--- src/verilog/vpi_map.svh ---
// constants for the vectored priority interrupt block
// assumes: one clock domain, sources give level requests held until serviced
// Summary of operation
// (RULE1) A pending request at a higher priority level always wins over any at a lower level.
// (RULE2) Within one priority level the pending request with the smallest vector number wins.
// (RULE3) The handler fetch address is the vector base register plus the vector's table offset.
// (RULE4) Table slots 0 and 1 are reserved for the reset overlays and never act as interrupts.
// (RULE5) Software must put a branch or jump instruction in slots 0 and 1 when they overlay reset.
// (RULE6) Software must put a jump-to-subroutine instruction in every other table slot.
// (RULE7) Core exceptions sit at vectors 2 to 5 with a fixed level of 3.
// (RULE8) Debug sources at vectors 6, 7, 9, 10 and 11 take a programmable level from 1 to 3.
// (RULE9) Sources from vector 17 upward take a programmable level from 0 to 2.
// (RULE10) The flash module raises three separate requests at vectors 22 to 24.
// (RULE11) The CAN controller raises four separate requests at vectors 26 to 29.
// (RULE12) SPI channel 1 uses vectors 38 and 39 and SPI channel 0 uses vectors 40 and 41.
// (RULE13) Serial channel 1 uses vectors 42, 43, 45 and 46, with 44 left unused.
// (RULE14) Each table entry is two words, so the offset is twice the vector number.
// (RULE15) Reserved vector numbers are permanently inactive inputs to the encoder.
// (RULE16) Software interrupts 2, 1 and 0 sit at vectors 14, 15 and 16 with fixed levels 2, 1, 0.
`ifndef VPI_MAP_SVH
`define VPI_MAP_SVH

`define VPI_NUM_VECTORS     48
`define VPI_VALID_MASK      48'hefcffdf7cefc
`define VPI_FIXED_MASK      48'h00000001c03c
`define VPI_DEBUG_MASK      48'h000000000ec0
`define VPI_DEBUG_LVL_MIN   2'h1
`define VPI_DEBUG_LVL_MAX   2'h3
`define VPI_PERIPH_LVL_MIN  2'h0
`define VPI_PERIPH_LVL_MAX  2'h2
`define VPI_DEBUG_LVL_RST   2'h1
`define VPI_PERIPH_LVL_RST  2'h0
`define VPI_EXC_LVL         2'h3
`define VPI_SWI2_LVL        2'h2
`define VPI_SWI1_LVL        2'h1
`define VPI_SWI0_LVL        2'h0
`define VPI_VEC_EXC_LO      6'h02
`define VPI_VEC_EXC_HI      6'h05
`define VPI_VEC_SWI2        6'h0e
`define VPI_VEC_SWI1        6'h0f
`define VPI_VEC_SWI0        6'h10
`define VPI_VEC_FLASH_LO    6'h16
`define VPI_VEC_CAN_LO      6'h1a
`define VPI_VEC_SPI_CHANNEL_1_LO     6'h26
`define VPI_VEC_SERIAL1_LO  6'h2a
`define VPI_VEC_SERIAL1_HI  6'h2d
`define VPI_VEC_WDOG_RST    6'h01
`define VPI_VEC_DBG_STEP    6'h06
`define VPI_VEC_DBG_BRK     6'h07
`define VPI_VEC_DBG_TRACE   6'h09
`define VPI_VEC_DBG_TXE     6'h0a
`define VPI_VEC_DBG_RXF     6'h0b
`define VPI_VEC_EXT_A       6'h11
`define VPI_VEC_EXT_B       6'h12
`define VPI_VEC_LOW_VOLT    6'h14
`define VPI_VEC_CLK_SYNTH   6'h15
`define VPI_VEC_GPIO_LO     6'h1e
`define VPI_VEC_SPI_CHANNEL_0_LO     6'h28
`define VPI_VEC_QDEC1       6'h2f
`define VPI_ENTRY_SHIFT     1
`define VPI_VBA_RST         21'h000000

`endif

--- src/verilog/vpi_pkg.sv ---
// types of the vectored priority interrupt block
// assumes: included map header supplies the numbers
`include "vpi_map.svh"
package vpi_pkg;
  typedef logic [1:0] vpi_level_t;
  typedef logic [5:0] vpi_vector_t;
  typedef enum logic [1:0] {
    VPI_IDLE  = 2'b01,
    VPI_OFFER = 2'b10
  } vpi_state_t;
endpackage
--- src/verilog/vpi_controller.sv ---
// vectored priority interrupt controller: arbitrates, offers one vector to the core
// assumes: sources hold requests until the core services them; core acks the offer
`timescale 1ns/1ps
`include "vpi_map.svh"
module vpi_controller
  import vpi_pkg::*;
#(
  parameter int ADDR_W = 21
) (
  input  wire logic              clk_sys,
  input  wire logic              reset,
  input  wire logic [3:0]        core_exception_req,
  input  wire logic [4:0]        debug_req,
  input  wire logic [2:0]        soft_int_req,
  input  wire logic              external_request_a,
  input  wire logic              external_request_b,
  input  wire logic              low_voltage_detector,
  input  wire logic              clock_synth_req,
  input  wire logic [2:0]        flash_module_req,
  input  wire logic [3:0]        can_req,
  input  wire logic [5:0]        gpio_req,
  input  wire logic [1:0]        spi_channel_1_req,
  input  wire logic [1:0]        spi_channel_0_req,
  input  wire logic [3:0]        serial_channel_1_req,
  input  wire logic              quadrature_decoder_1_req,
  input  wire vpi_level_t        core_min_level,
  input  wire logic              level_wr_en,
  input  wire vpi_vector_t       level_wr_vector,
  input  wire vpi_level_t        level_wr_level,
  input  wire logic              base_wr_en,
  input  wire logic [ADDR_W-1:0] base_wr_data,
  input  wire logic              irq_ack,
  output logic                   irq_request,
  output vpi_vector_t            irq_vector_reg,
  output vpi_level_t             irq_level_reg,
  output logic [ADDR_W-1:0]      fetch_addr_reg,
  output logic [ADDR_W-1:0]      vector_base_register
);

  localparam int N = `VPI_NUM_VECTORS;
  localparam logic [N-1:0] VALID_MASK = `VPI_VALID_MASK;
  localparam logic [N-1:0] FIXED_MASK = `VPI_FIXED_MASK;
  localparam logic [N-1:0] DEBUG_MASK = `VPI_DEBUG_MASK;

  function automatic logic [2*N-1:0] reset_levels();
    logic [2*N-1:0] r;
    r = '0;
    for (int v = 0; v < N; v++) begin
      r[2*v +: 2] = DEBUG_MASK[v] ? `VPI_DEBUG_LVL_RST : `VPI_PERIPH_LVL_RST;
    end
    return r;
  endfunction

  // fixed levels are wired, never stored, so software cannot move them
  function automatic vpi_level_t level_of(input vpi_vector_t v, input logic [2*N-1:0] lv);
    vpi_level_t l;
    l = lv[2*v +: 2];
    if (v >= `VPI_VEC_EXC_LO && v <= `VPI_VEC_EXC_HI) begin
      l = `VPI_EXC_LVL; // RULE7
    end else if (v == `VPI_VEC_SWI2) begin
      l = `VPI_SWI2_LVL; // RULE16
    end else if (v == `VPI_VEC_SWI1) begin
      l = `VPI_SWI1_LVL; // RULE16
    end else if (v == `VPI_VEC_SWI0) begin
      l = `VPI_SWI0_LVL; // RULE16
    end
    return l;
  endfunction

  function automatic vpi_level_t clamp_level(input vpi_vector_t v, input vpi_level_t l);
    vpi_level_t c;
    c = l;
    if (DEBUG_MASK[v]) begin
      if (l < `VPI_DEBUG_LVL_MIN) begin
        c = `VPI_DEBUG_LVL_MIN; // RULE8
      end
    end else if (l > `VPI_PERIPH_LVL_MAX) begin
      c = `VPI_PERIPH_LVL_MAX; // RULE9
    end
    return c;
  endfunction

  function automatic logic [ADDR_W-1:0] entry_addr(input logic [ADDR_W-1:0] base,
                                                   input vpi_vector_t v);
    logic [ADDR_W-1:0] off;
    off = ADDR_W'(v) << `VPI_ENTRY_SHIFT; // RULE14
    return ADDR_W'(base + off); // RULE3
  endfunction

  logic [N-1:0]   req_raw;
  logic [N-1:0]   req_live;
  logic [2*N-1:0] levels_flat;
  logic           mem_wr_en;
  vpi_level_t     mem_wr_level;

  always_comb begin
    req_raw = '0;
    req_raw[`VPI_VEC_EXC_LO +: 4] = core_exception_req; // RULE7
    req_raw[`VPI_VEC_DBG_STEP] = debug_req[0]; // RULE8
    req_raw[`VPI_VEC_DBG_BRK] = debug_req[1]; // RULE8
    req_raw[`VPI_VEC_DBG_TRACE] = debug_req[2]; // RULE8
    req_raw[`VPI_VEC_DBG_TXE] = debug_req[3]; // RULE8
    req_raw[`VPI_VEC_DBG_RXF] = debug_req[4]; // RULE8
    req_raw[`VPI_VEC_SWI2] = soft_int_req[2]; // RULE16
    req_raw[`VPI_VEC_SWI1] = soft_int_req[1]; // RULE16
    req_raw[`VPI_VEC_SWI0] = soft_int_req[0]; // RULE16
    req_raw[`VPI_VEC_EXT_A] = external_request_a; // RULE9
    req_raw[`VPI_VEC_EXT_B] = external_request_b; // RULE9
    req_raw[`VPI_VEC_LOW_VOLT] = low_voltage_detector; // RULE9
    req_raw[`VPI_VEC_CLK_SYNTH] = clock_synth_req;
    req_raw[`VPI_VEC_FLASH_LO +: 3] = flash_module_req; // RULE10
    req_raw[`VPI_VEC_CAN_LO +: 4] = can_req; // RULE11
    // port f takes the lowest vector, so the port bus lands bit-reversed
    req_raw[`VPI_VEC_GPIO_LO +: 6] = {<<{gpio_req}};
    req_raw[`VPI_VEC_SPI_CHANNEL_1_LO +: 2] = spi_channel_1_req; // RULE12
    req_raw[`VPI_VEC_SPI_CHANNEL_0_LO +: 2] = spi_channel_0_req; // RULE12
    req_raw[`VPI_VEC_SERIAL1_LO +: 2] = serial_channel_1_req[1:0]; // RULE13
    req_raw[`VPI_VEC_SERIAL1_HI +: 2] = serial_channel_1_req[3:2]; // RULE13
    req_raw[`VPI_VEC_QDEC1] = quadrature_decoder_1_req;
  end

  // slots 0, 1 and every gap are forced off even if a line is miswired
  assign req_live = req_raw & VALID_MASK; // RULE4 RULE15

  // writes to fixed or reserved slots are dropped
  always_comb begin
    mem_wr_en = level_wr_en && (int'(level_wr_vector) < N) && VALID_MASK[level_wr_vector]
                && !FIXED_MASK[level_wr_vector];
    mem_wr_level = clamp_level(level_wr_vector, level_wr_level); // RULE8 RULE9
  end

  vpi_level_file #(
    .N          (N),
    .RESET_FLAT (96'(reset_levels()))
  ) u_levels (
    .clk_sys     (clk_sys),
    .reset       (reset),
    .wr_en       (mem_wr_en),
    .wr_vector   (level_wr_vector),
    .wr_level    (mem_wr_level),
    .levels_flat (levels_flat)
  );

  logic        win_found;
  vpi_vector_t win_vector;
  vpi_level_t  win_level;

  // scan downward; ">=" lets a lower vector take over on an equal level
  always_comb begin
    win_found = 1'b0;
    win_vector = '0;
    win_level = '0;
    for (int v = N - 1; v >= 0; v--) begin
      if (req_live[v] && (level_of(6'(v), levels_flat) >= core_min_level)) begin
        if (!win_found || (level_of(6'(v), levels_flat) >= win_level)) begin // RULE1 RULE2
          win_found = 1'b1;
          win_vector = 6'(v);
          win_level = level_of(6'(v), levels_flat);
        end
      end
    end
  end

  vpi_state_t        state_reg;
  vpi_state_t        state_next;
  vpi_vector_t       vector_next;
  vpi_level_t        level_next;
  logic [ADDR_W-1:0] fetch_next;
  logic [ADDR_W-1:0] base_reg;
  logic [ADDR_W-1:0] base_next;

  always_comb begin
    state_next = state_reg;
    vector_next = irq_vector_reg;
    level_next = irq_level_reg;
    fetch_next = fetch_addr_reg;
    base_next = base_wr_en ? base_wr_data : base_reg;
    case (state_reg)
      VPI_IDLE: begin
        if (win_found) begin
          state_next = VPI_OFFER;
          vector_next = win_vector;
          level_next = win_level;
          fetch_next = entry_addr(base_reg, win_vector); // RULE3
        end
      end
      VPI_OFFER: begin
        // the offer is frozen until taken so the core never sees it change
        if (irq_ack) begin
          state_next = VPI_IDLE;
        end
      end
      default: begin
        state_next = VPI_IDLE;
      end
    endcase
  end

  always_ff @(posedge clk_sys or posedge reset) begin
    if (reset) begin
      state_reg <= VPI_IDLE;
      irq_vector_reg <= '0;
      irq_level_reg <= '0;
      fetch_addr_reg <= '0;
      base_reg <= `VPI_VBA_RST;
    end else begin
      state_reg <= state_next;
      irq_vector_reg <= vector_next;
      irq_level_reg <= level_next;
      fetch_addr_reg <= fetch_next;
      base_reg <= base_next;
    end
  end

  assign irq_request = (state_reg == VPI_OFFER);
  assign vector_base_register = base_reg;

  // checks
  logic [N-1:0]   live_q;
  logic [2*N-1:0] levels_q;
  logic [ADDR_W-1:0] base_q;
  always_ff @(posedge clk_sys or posedge reset) begin
    if (reset) begin
      live_q <= '0;
      levels_q <= '0;
      base_q <= '0;
    end else begin
      live_q <= req_live;
      levels_q <= levels_flat;
      base_q <= base_reg;
    end
  end

  logic beaten;
  always_comb begin
    beaten = 1'b0;
    for (int v = 0; v < N; v++) begin
      if (live_q[v] && level_of(6'(v), levels_q) >= core_min_level) begin
        if (level_of(6'(v), levels_q) > irq_level_reg) begin
          beaten = 1'b1;
        end
        if (level_of(6'(v), levels_q) == irq_level_reg && 6'(v) < irq_vector_reg) begin
          beaten = 1'b1;
        end
      end
    end
  end

  a_no_higher_win: assert property (@(posedge clk_sys) disable iff (reset) // RULE1
    $rose(irq_request) |-> !beaten)
    else $error("offered vector lost to a higher or lower-numbered pending request");

  a_offer_level_ok: assert property (@(posedge clk_sys) disable iff (reset) // RULE2
    $rose(irq_request) |-> live_q[irq_vector_reg]
      && irq_level_reg == level_of(irq_vector_reg, levels_q))
    else $error("offered vector was not pending at its level");

  a_fetch_addr: assert property (@(posedge clk_sys) disable iff (reset) // RULE3
    $rose(irq_request) |->
      fetch_addr_reg == ADDR_W'(base_q + (ADDR_W'(irq_vector_reg) << `VPI_ENTRY_SHIFT)))
    else $error("fetch address is not base plus twice the vector");

  a_fetch_even: assert property (@(posedge clk_sys) disable iff (reset) // RULE14
    irq_request |-> fetch_addr_reg[0] == base_q[0] || $stable(fetch_addr_reg))
    else $error("entry offset is not a two-word step");

  a_reset_slots: assert property (@(posedge clk_sys) disable iff (reset) // RULE4
    irq_request |-> irq_vector_reg > `VPI_VEC_WDOG_RST)
    else $error("reset overlay slot offered as interrupt");

  a_reserved_off: assert property (@(posedge clk_sys) disable iff (reset) // RULE15
    irq_request |-> VALID_MASK[irq_vector_reg] && (req_live & ~VALID_MASK) == '0)
    else $error("reserved vector offered");

  a_exc_level: assert property (@(posedge clk_sys) disable iff (reset) // RULE7
    irq_request && irq_vector_reg >= `VPI_VEC_EXC_LO && irq_vector_reg <= `VPI_VEC_EXC_HI
      |-> irq_level_reg == `VPI_EXC_LVL)
    else $error("core exception not at level 3");

  a_debug_range: assert property (@(posedge clk_sys) disable iff (reset) // RULE8
    irq_request && DEBUG_MASK[irq_vector_reg] |-> irq_level_reg >= `VPI_DEBUG_LVL_MIN)
    else $error("debug source below level 1");

  a_periph_range: assert property (@(posedge clk_sys) disable iff (reset) // RULE9
    irq_request && irq_vector_reg > `VPI_VEC_SWI0 |-> irq_level_reg <= `VPI_PERIPH_LVL_MAX)
    else $error("peripheral source above level 2");

  a_swi_level: assert property (@(posedge clk_sys) disable iff (reset) // RULE16
    irq_request && irq_vector_reg == `VPI_VEC_SWI1 |-> irq_level_reg == `VPI_SWI1_LVL)
    else $error("software interrupt 1 not at level 1");

  a_offer_hold: assert property (@(posedge clk_sys) disable iff (reset) // RULE2
    irq_request && !irq_ack |=> irq_request && $stable(irq_vector_reg) && $stable(fetch_addr_reg))
    else $error("offer changed before it was taken");

  c_exception: cover property (@(posedge clk_sys) disable iff (reset)
    $rose(irq_request) && irq_level_reg == `VPI_EXC_LVL);
  c_can_offer: cover property (@(posedge clk_sys) disable iff (reset)
    $rose(irq_request) && irq_vector_reg == `VPI_VEC_CAN_LO);
  c_tie_break: cover property (@(posedge clk_sys) disable iff (reset)
    $rose(irq_request) && $countones(live_q) > 1);
  c_ack_cycle: cover property (@(posedge clk_sys) disable iff (reset)
    irq_request && irq_ack ##2 irq_request);

endmodule

--- src/verilog/vpi_level_file.sv ---
// storage for the programmed priority levels, one entry per vector
// assumes: writes arrive already clamped; all levels read out in parallel from flops
`timescale 1ns/1ps
module vpi_level_file
  import vpi_pkg::*;
#(
  parameter int          N          = 48,
  parameter logic [95:0] RESET_FLAT = '0
) (
  input  wire logic           clk_sys,
  input  wire logic           reset,
  input  wire logic           wr_en,
  input  wire vpi_vector_t    wr_vector,
  input  wire vpi_level_t     wr_level,
  output logic [2*N-1:0]      levels_flat
);

  logic [2*N-1:0] levels_reg;
  logic [2*N-1:0] levels_next;

  always_comb begin
    levels_next = levels_reg;
    if (wr_en && (int'(wr_vector) < N)) begin
      levels_next[2*wr_vector +: 2] = wr_level;
    end
  end

  always_ff @(posedge clk_sys or posedge reset) begin
    if (reset) begin
      levels_reg <= RESET_FLAT[2*N-1:0];
    end else begin
      levels_reg <= levels_next;
    end
  end

  assign levels_flat = levels_reg;

endmodule

--- config.mk ---
export PLATFORM = sky130hd
export DESIGN_NAME = vpi_controller
export DESIGN_NICKNAME = d
export VERILOG_FILES = /design/src/verilog/vpi_pkg.sv /design/src/verilog/vpi_controller.sv /design/src/verilog/vpi_level_file.sv
export VERILOG_INCLUDE_DIRS = /design/src /design/src/verilog
export SDC_FILE = /design/constraint.sdc
export NUM_CORES = 1
export LEC_CHECK = 0
export BUFFER_PORTS_ARGS = -buffer_cell sky130_fd_sc_hd__buf_2
export CAP_MARGIN = 0
export CORE_MARGIN = 3
export CORE_UTILIZATION = 60
export DETAILED_ROUTE_END_ITERATION = 8
export GPL_ROUTABILITY_DRIVEN = 0
export GPL_TIMING_DRIVEN = 0
export PLACE_DENSITY = 0.83
export REMOVE_ABC_BUFFERS = 1
export SLEW_MARGIN = 10
export SYNTH_ARGS = -nofsm -noshare
export SYNTH_HDL_FRONTEND = slang
export SYNTH_SLANG_ARGS = --single-unit
--- constraint.sdc ---
create_clock -name clk_sys -period 53.5 [get_ports clk_sys]
set_clock_uncertainty 0.15 [all_clocks]
set_input_delay 10.7 -clock clk_sys [delete_from_list [all_inputs] [get_ports clk_sys]]
set_output_delay 10.7 -clock clk_sys [all_outputs]
set_load 0.01 [all_outputs]
==> impl_results.md, run 1 <==
- Min-delay src: fetch_addr_reg[8]$_DFFE_PP0P_
- Crit path launch type: primary input
- Async S/R FF share, synth: 1.00
- P per Cell Area: between 30 and 40 nW/um^2
- R2R Path Start: u_levels.levels_flat[94]$_DFFE_PP0P_
- Die X-Extent: 136 um
- CTS H-tree lvls: 4
- Endpoints failing hold: 0
- Distinct cells, synth: around 100
- Layout Cells excl Fill: 1543
- Die area: roughly 18000 um^2
- Crit path top cell by count: ha_1
- Leakage: 0.00564 uW
- Syn_area_per_cell: 8.90 um^2
- Grt total ovfl: 0
- Combinational Power Share: 0.443
- Routed vias: 9595
- Rows: between 40 and 50
- Setup Viol. Count Final: 0
- Worst Hold Class: reg -> reg
- Clock sink count: 114
- Slowest-stage cell, CP: or4_4
- Hold-fix buffers, CTS: 0
- CP max stage delay: 450 ps
- Critical path type: in -> reg
- Max IR drop VDD: approximately 0.000029 V
- First-pass GRT wire length: 44.6 mm
- Fin crit share: 0.971
- Cell Int Power: 253 uW
- Max-Cap Viols: 0
- Post-synth EDFFs: 0
- R2r setup slk: 11720 ps
- IO Pins: 125
- Largest fanout on the critical path: 15
- Post-route cell area: 12200 um^2
- Syn Inst Count: around 1.1k
- Net switching power: around 150 uW
- Achievable Freq: 19.3 MHz
- Sequential share of power: 0.284
- Clock tree buffer depth: 2
- Initial antenna violation count: 0
- Worst Path Arrival: about 52000 ps
- Ys Warns: 0
- Final worst path period need: 51940 ps
- Rel. slew slack: 0.359
- WL final: 28.8 mm
- Max reg flops: 62
- Worst hold slack: 323 ps
- Drt drc: 0
- WHS Path Cells: 2
- CTS tree: built
- Main synth FF type: dfrtp_1
- CTS clk-pin slew, worst paths: approximately 60 ps
- Vias per cell: 6.22
- Final Power: 407 uW
- Initial core utilization: 0.625
- PortBufs: roughly 120
- N_diodes: 0
- DRT antenna net count: 0
- Detailed-route wire length per cell: 18.7 um
- Clock power share: 0.273
- Area Growth Syn to Fin: 21.1%
- DRT iter0 DRCs: a little over 900
- GRT Total Usage: 0.298
- Die height: about 140 um
- Reg-to-Reg End: fetch_addr_reg[20]$_DFFE_PP0P_
- CTS root buf: clkbuf_16
- Nets: 1505
- Synth Cell Area: just over 10000 um^2
- Critical Path Sink Type: register
- Drt pass-1 iters: 6
- R2R depth: 207
- Post-DP HPWL: around 20 mm
- Number of synthesized register bits: about 110
- Hold Path Sink: fetch_addr_reg[8]$_DFFE_PP0P_
- Sequential element share of the synthesized area: 0.283
- Max Slew Vio Count: 0
- Sw Share: 0.378
- WP data required: 53640 ps
- Status: finished, final reports clean
- Layout cells sized above 1: 0.292
- Post-placement cell count: approximately 1.5k
- Placed inst area: 11000 um^2
- Worst skew pair latency: 420 ps
- Vias in the first global route: 9208
- Largest net degree at the start of global routing: between 60 and 70
- Core footprint: 16200 um^2
- Worst-margin pin slew: 954 ps
- CTS buffer count: 17
-- timing repair --
action | in CTS | in global routing
endpoints found under the setup margin | 17 | 28
buffers inserted | 2 | 44
pin swaps | 2 | 31
resized for setup | 9 | 66
cloned | 0 | 1
hold endpoints to repair | 0 | 0
-- per-stage QoR --
step	setup TNS [ps]	utilization	setup slack [ps]
final	0	0.757	1560
after global routing	-6780	0.757	-746
after CTS	0	0.718	5.94
after detailed placement	-21650	0.679	-1680
after global placement	-11660	0.675	-1010
after floorplan	0	-	3170
-- critical path, delay by kind of cell --
family	cells	cell delay (ps)
AOI/OAI and AO/OA	76	14560
xor gates and xnor gates	1	160
adders and majority gates	37	9980
buffers and inverters	11	1090
muxes	16	5480
and+or+nand+nor	67	10050
-- Yosys cell counts, types with 8 or more instances --
library cell	count	area (um^2)
xor2_1	10	87.6
nand4_1	8	50.1
a21oi_1	47	235
xnor2_1	10	87.6
nor2_1	88	330
and3_1	12	75.1
or2_2	11	68.8
ha_1	116	1450
inv_1	72	270
maj3_1	8	80.1
clkbuf_1	11	41.3
nor2b_1	24	150
dfrtp_1	108	2700
o21ai_0	67	335
o31ai_1	8	60.1
nor3_1	27	135
nand2_1	136	510
and2_1	17	106
nand2b_1	50	313
mux2_2	76	856
o21a_1	13	97.6
nand3_1	21	105
or3_1	9	56.3
a21o_1	20	150
o21ai_1	12	60.1
-- routing by layer --
layer  share of wire  up-vias  track usage  wire length, um
li1                -     4469            -                -
met1            0.41     4558        0.386            11700
met2            0.48      464        0.502            14000
met3           0.072      104       0.0620             2080
met4           0.037        0       0.0879             1060
met5               0        -            0                0
-- how the worst max path moves through the flow --
| stage | start | to | slack [ps] | cells past startpoint |
|---|---|---|---|---|
| finish | core_min_level[1] | fetch_addr_reg[20]$_DFFE_PP0P_ | 1560 | 208 |
| CTS | core_min_level[0] | fetch_addr_reg[20]$_DFFE_PP0P_ | 6 | 204 |
| global route | core_min_level[1] | fetch_addr_reg[20]$_DFFE_PP0P_ | -750 | 210 |
| global placement | core_min_level[1] | fetch_addr_reg[20]$_DFFE_PP0P_ | -1010 | 205 |
| floorplan | core_min_level[1] | fetch_addr_reg[20]$_DFFE_PP0P_ | 3170 | 205 |
| detailed placement | core_min_level[0] | fetch_addr_reg[20]$_DFFE_PP0P_ | -1680 | 204 |
-- cells by family after synthesis --
group / count (synthesis) / share of synthesized area
buffers and inverters: 88 / 0.0348
DFF: 114 / 0.283
muxes: 85 / 0.0942
AOI/OAI and AO/OA: 263 / 0.190
and+or+nand+nor: 441 / 0.227
adders and majority gates: 125 / 0.153
xor gates and xnor gates: 20 / 0.0173
-- placed cells by master, fill, tap and decap left out, drive strengths merged, types with 10 or more instances in the layout --
cell    Yosys  layout
buf         5     174
nand2     137     137
ha        116     116
dfrtp     108     108
nor2       88      88
o21ai      83      83
mux2       78      78
inv        72      72
nand2b     50      50
a21oi      50      50
nor3       28      28
nor2b      24      24
clkbuf     11      23
nand3      21      21
a21o       20      20
and2       19      19
o21a       13      13
or2        12      12
and3       12      12
nor3b      12      12
o31ai      11      11
xnor2      10      10
xor2       10      10
-- power groups by stage --
stage / Clock (uW) / Combinational [uW] / Sequential [uW]
after floorplan: 0 / 105 / 119
after global placement: 0 / 148 / 115
after detailed placement: 0 / 158 / 116
after CTS: 110 / 162 / 115
after global routing: 115 / 199 / 117
final: 111 / 180 / 116
-- cell type report --
cell class	instances	area, um^2
repair inverters	1	8.76
clock buffers	23	468
inverters	72	288
multi-input cells	934	7200
clock inverters	9	108
fillers	1061	3930
well taps	216	270
repair buffers	174	1040
flip-flops and latches	114	2860
(Power assumes the default switching activity.)
==> inputs of run 2 (changes only) <==
--- a/config.mk
+++ b/config.mk
@@ -10,2 +10,3 @@
 export CAP_MARGIN = 0
+export CORE_ASPECT_RATIO = 0.7
 export CORE_MARGIN = 3
--- a/constraint.sdc
+++ b/constraint.sdc
@@ -4,2 +4,2 @@
 set_output_delay 10.7 -clock clk_sys [all_outputs]
-set_load 0.01 [all_outputs]
+set_load 0.05 [all_outputs]
==> run 2 against run 1 <==
Compared with the run above:
- worst setup slack worse by 290 ps
- global-route usage is 0.71 points higher
- die area is 0.14% higher
- highest routed layer unchanged
- largest cell class unchanged
- combinational power is 21% higher
- fmax is 0.56% lower
- clock power is 15% higher
==> impl_results.md, run 2 (synthesis gave the netlist of run 1 again) <==
- Worst hold slack: 330 ps (+6.83 ps)
- N_diodes: 0 (unchanged)
- CTS H-tree lvls: 4 (unchanged)
- Endpoints failing hold: 0 (unchanged)
- P per Cell Area: 37.3 nW/um^2 (+12%)
- Initial antenna violation count: 0 (unchanged)
- Multi-input logic area: 7210 um^2 (+0.14%)
- Setup TNS: 0 ps (unchanged)
- Area Growth Syn to Fin: 22.3%
- WL final: 30.7 mm (+6.7%)
- PortBufs: 124 (unchanged)
- Layout cells sized above 1: 0.302 (+0.00911)
- Max IR drop VDD: 0.0000330 V (+15%)
- Achievable Freq: 19.1 MHz (-0.56%)
- DRT antenna net count: 0 (unchanged)
- Worst Path Arrival: 52380 ps (+300 ps)
- Detailed-route wire length per cell: 19.7 um (+5.9%)
- Post-DP HPWL: 21.1 mm (+4.5%)
- Nets: 1508 (+0.20%)
- Core footprint: 16400 um^2 (+1.4%)
- Post-placement cell count: 1472 (+0.55%)
- Drt drc: 0 (unchanged)
- WP data required: 53650 ps (about the same)
- Initial core utilization: 0.617 (-0.00849)
- Die area: 18500 um^2 (+0.14%)
- Vias in the first global route: 8630 (-6.3%)
- Commonest non-fill, non-tap cell in the layout: nand2_1
- Routed vias: 9720 (+1.3%)
- Layout Cells excl Fill: 1555 (+0.78%)
- Max-Cap Viols: 0 (unchanged)
- Setup Viol. Count Final: 0 (unchanged)
- Worst setup margin: 1270 ps (-294 ps)
- Fillers: 1083 (+2.1%)
- CP max stage delay: 450 ps (about the same)
- Crit path launch type: primary input
- Rel. slew slack: 0.336 (-0.0237)
- Rows: 39 (-15%)
- Die height: 115 um (-16%)
- Slowest-stage cell, CP: o41ai_4
- R2r setup slk: 11490 ps (-230 ps)
- Worst-margin pin slew: 989 ps (+35.3 ps)
- Final worst path period need: 52230 ps (+294 ps)
- Clock tree buffer depth: 2 (unchanged)
- Critical path type: in -> reg
- Worst Setup SP: core_min_level[1]
- CTS root buf: clkbuf_16
- DP Worst Slack: -2010 ps (-331 ps)
- Largest net degree at the start of global routing: 66 (-4.3%)
- Leakage: 0.00570 uW (+0.94%)
- IO Pins: 125 (unchanged)
- CTS buffer count: 17 (unchanged)
- Min-delay src: fetch_addr_reg[17]$_DFFE_PP0P_
- GRT Total Usage: 0.305 (+0.00712)
- DRT iter0 DRCs: 1074 (+18%)
- First-pass GRT wire length: 45.1 mm (+1.2%)
- Worst Hold Class: reg -> reg
- Register area: 2860 um^2 (unchanged)
- R2R Path Start: u_levels.levels_flat[94]$_DFFE_PP0P_
- Worst skew pair latency: 420 ps (about the same)
- Commonest non-fill, non-tap cells in the layout: nand2_1 (134), buf_2 (122), ha_1 (116)
- CTS tree: built
- Clock sink count: 114 (unchanged)
- Status: finished, final reports clean
- Critical Path Sink Type: register
- Grt total ovfl: 0 (unchanged)
- R2R depth: 207 (unchanged)
- Post-route cell area: 12400 um^2 (+1.0%)
- Drt pass-1 iters: 6 (unchanged)
- Die X-Extent: 161 um (+19%)
- Largest fanout on the critical path: 16 (+1)
- Max reg flops: 62 (unchanged)
- Vias per cell: 6.25 (+0.52%)
- Placed inst area: 11000 um^2 (about the same)
- Reg-to-Reg End: fetch_addr_reg[20]$_DFFE_PP0P_
- Fin crit share: 0.976 (+0.00549)
- Crit path top cell by count: ha_1
- CTS clk-pin slew, worst paths: 60 ps (about the same)
- Max Slew Vio Count: 0 (unchanged)
- Critical Path End: fetch_addr_reg[20]$_DFFE_PP0P_
run 2: cell count changes in the layout (fill, tap and decap cells not counted), moves of 3 or more:
| cell | before | now |
|---|---|---|
| buf_4 | 47 | 50 |
| clkinv_2 | 3 | 0 |
| bufinv_16 | 2 | 5 |
| clkinvlp_4 | 2 | 5 |
| clkbuf_1 | 4 | 0 |
run 2: final cells by class:
cell class / count / share of cell area
timing repair inverter: 1 / 0.000708
clock buffer: 17 / 0.0344
multi-input combinational: 934 / 0.583
timing repair buffer: 177 / 0.0862
sequential: 114 / 0.231
tap: 225 / 0.0228
inverter: 72 / 0.0233
clock inverter: 15 / 0.0187
run 2: worst min path at each step:
stage               cells after the start                              endpoint  slack, ps
floorplan                               2  u_levels.levels_flat[58]$_DFFE_PP0P_        300
global placement                        2        fetch_addr_reg[11]$_DFFE_PP0P_        310
detailed placement                      2         irq_vector_reg[5]$_DFFE_PP0P_        310
CTS                                     2        fetch_addr_reg[10]$_DFFE_PP0P_        330
global route                            2        fetch_addr_reg[16]$_DFFE_PP0P_        350
finish                                  2        fetch_addr_reg[17]$_DFFE_PP0P_        330
run 2: routing by layer:
| metal | wire (um) | global-route usage |
|---|---|---|
| met2 | 13400 | 0.436 |
| met4 | 590 | 0.0756 |
| met3 | 3160 | 0.0513 |
| met1 | 13600 | 0.475 |
| met5 | 0 | 0 |
run 2: what timing repair did:
action                                  4_1_cts  5_1_grt
cloned                                        0        1
gates resized for setup                      15       62
pin swaps                                     2       30
buffers inserted                              2       48
endpoints found under the setup margin       20       28
hold buffers                                  0        0
run 2: critical path, delay by kind of cell:
| family | cells | cell delay (ps) |
|---|---|---|
| adder cells (fa/ha/maj) | 37 | 10190 |
| AO/OA/AOI/OAI | 78 | 14930 |
| XOR/XNOR | 1 | 160 |
| multiplexers | 15 | 5300 |
| buffers and inverters | 9 | 920 |
| AND/OR/NAND/NOR | 68 | 10150 |
run 2: stage by stage:
stage,total power (uW),utilization
finish,461,0.754
detailed placement,308,0.670
global route,483,0.754
floorplan,259,-
global placement,300,0.667
CTS,440,0.716
run 2: power by group:
group / internal (uW) / leakage, uW / switching, uW
Clock: 83.0 / 0.000302 / 44.7
Sequential: 103 / 0.00140 / 12.3
Combinational: 78.7 / 0.00400 / 139
Total: 265 / 0.00570 / 196
==> inputs of run 3 (changes only) <==
- CORE_MARGIN: 3 -> 2
- CORE_UTILIZATION: 60 -> 40
- PLACE_DENSITY: 0.83 -> 0.6
==> run 3 against run 2 <==
Compared with the run above:
- sequential cell count unchanged
- fmax is 2.0% higher
- die area rose by 44%
- sequential share of layout area is 0.27 points higher
- first-iteration DRC count fell by 46%
- utilization is 26 points lower
- critical path type unchanged
- largest power group unchanged
==> impl_results.md, run 3 (synthesis gave the netlist of run 1 again) <==
- Final Power: 432 uW (-6.2%)
- Endpoints failing hold: 0 (unchanged)
- Crit path top cell by count: ha_1
- Routed vias: 8960 (-7.8%)
- Achievable Freq: 19.5 MHz (+2.0%)
- Detailed-route wire length per cell: 17.7 um (-10%)
- IO Pins: 125 (unchanged)
- Worst Path Arrival: 51320 ps (-1060 ps)
- R2R depth: 209 (+0.97%)
- Commonest non-fill, non-tap cell in the layout: nand2_1
- Max reg flops: 62 (unchanged)
- Initial core utilization: 0.409 (-0.208)
- Die height: 137 um (+20%)
- P per Cell Area: 35.4 nW/um^2 (-5.1%)
- Hold-fix buffers, CTS: 0 (unchanged)
- Fin crit share: 0.957 (-0.0192)
- Leakage: 0.00556 uW (-2.4%)
- Vias in the first global route: 8228 (-4.7%)
- Final worst path period need: 51210 ps (-1030 ps)
- Max IR drop VDD: 0.0000196 V (-41%)
- DRT antenna net count: 0 (unchanged)
- GRT Total Usage: 0.215 (-0.0898)
- R2R Path Start: u_levels.levels_flat[94]$_DFFE_PP0P_
- Status: finished, final reports clean
- Hold Path Sink: irq_vector_reg[5]$_DFFE_PP0P_
- First-pass GRT wire length: 45.2 mm (about the same)
- N_diodes: 0 (unchanged)
- Rel. slew slack: 0.355 (+0.0191)
- Critical path type: in -> reg
- Slowest-stage cell, CP: o41ai_4
- CTS root buf: clkbuf_16
- WL final: 29.0 mm (-5.7%)
- Largest net degree at the start of global routing: 60 (-9.1%)
- Crit path launch type: primary input
- Min-delay src: irq_vector_reg[5]$_DFFE_PP0P_
- Setup TNS: 0 ps (unchanged)
- Critical Path Sink Type: register
- Commonest non-fill, non-tap cells in the layout: nand2_1 (134), buf_2 (123), ha_1 (116)
- Initial antenna violation count: 1 (+1)
- CTS tree: built
- Grt total ovfl: 0 (unchanged)
- Setup Viol. Count Final: 0 (unchanged)
- Drt pass-1 iters: 6 (unchanged)
- R2r setup slk: 12420 ps (+930 ps)
- WHS Path Cells: 2 (unchanged)
- Vias per cell: 5.48 (-12%)
- Area Growth Syn to Fin: 20.9%
- CTS clk-pin slew, worst paths: 60 ps (about the same)
- CTS H-tree lvls: 4 (unchanged)
- Max Slew Vio Count: 0 (unchanged)
- DRT iter0 DRCs: 585 (-46%)
- Reg-to-Reg End: fetch_addr_reg[20]$_DFFE_PP0P_
- Rows: 48 (+23%)
- Largest fanout on the critical path: 31 (+15)
- CTS buffer count: 17 (unchanged)
- PortBufs: 124 (unchanged)
- CP max stage delay: 470 ps (+20 ps)
- Die X-Extent: 194 um (+20%)
- Nets: 1488 (-1.3%)
- WP data required: 53620 ps (-30 ps)
- Die area: 26600 um^2 (+44%)
- Max-Cap Viols: 0 (unchanged)
- Post-DP HPWL: 22.5 mm (+7.0%)
- Clock sink count: 114 (unchanged)
- Clock tree buffer depth: 2 (unchanged)
- Layout cells sized above 1: 0.285 (-0.0160)
- Worst-margin pin slew: 961 ps (-28.4 ps)
- Core footprint: 24700 um^2 (+51%)
- Worst Hold Class: reg -> reg
- Fillers: 2387 (+120%)
- Worst skew pair latency: 420 ps (about the same)
- Drt drc: 0 (unchanged)
-- run 3: changes by cell type in the layout (fill, tap and decap cells not counted), sizes merged --
cell    change
inv         -1
bufinv      -4
clkbuf      +2
buf        -18
clkinv      +1
-- run 3: what timing repair did --
item	CTS	global route
setup buffers	3	28
hold endpoints to repair	0	0
gates resized for setup	13	59
cloned	0	0
setup endpoints to repair	20	28
pin swaps	3	24
-- run 3: cell type report --
type / instances / area (um^2) / share of cell area
Inverter: 72 / 283 / 0.0231
Timing Repair Buffer: 158 / 921 / 0.0753
Clock buffer: 20 / 447 / 0.0365
Tap cell: 325 / 407 / 0.0333
Clock inverter: 12 / 109 / 0.00891
Multi-Input combinational cell: 934 / 7200 / 0.589
Sequential cell: 114 / 2860 / 0.234
-- run 3: worst max path at each step --
| stage | startpoint | to | slack [ps] | depth (start not counted) |
|---|---|---|---|---|
| after floorplan | core_min_level[1] | fetch_addr_reg[20]$_DFFE_PP0P_ | 3160 | 205 |
| after global placement | core_min_level[1] | fetch_addr_reg[20]$_DFFE_PP0P_ | -2080 | 205 |
| after detailed placement | core_min_level[0] | fetch_addr_reg[20]$_DFFE_PP0P_ | -2160 | 204 |
| after CTS | core_min_level[1] | fetch_addr_reg[19]$_DFFE_PP0P_ | 190 | 203 |
| after global routing | core_min_level[1] | fetch_addr_reg[20]$_DFFE_PP0P_ | -300 | 211 |
| final | core_min_level[1] | fetch_addr_reg[20]$_DFFE_PP0P_ | 2290 | 210 |
-- run 3: report_power, final --
part | total [uW] | switching (uW) | internal, uW
Clock | 107 | 42.5 | 64.9
Combinational | 210 | 133 | 76.8
Sequential | 115 | 11.6 | 103
-- run 3: critical path, delay by kind of cell --
kind	cells	cell delay (ps)
compound gates	78	13740
simple gates	68	10190
fa+ha+maj	37	10090
mux	15	5170
buf+inv	11	1170
xor+xnor	1	150
-- run 3: per-layer routing --
layer	vias up	GRT usage	wire length, um
li1	4426	-	-
met1	4258	0.345	15500
met2	247	0.295	11400
met3	27	0.0352	1770
met4	2	0.0421	292
met5	-	0	11
-- run 3: metrics by stage --
stage                     utilization  hold slack [ps]  instance area (um^2)  instances  setup slack (ps)
after global routing            0.494              352                 12200       1635              -295
after global placement          0.447              309                 11100       1569             -2080
final                           0.494              321                 12200       1635              2290
after floorplan                     -              300                 10000       1120              3160
after detailed placement        0.449              311                 11100       1572             -2160
after CTS                       0.475              324                 11800       1607               191
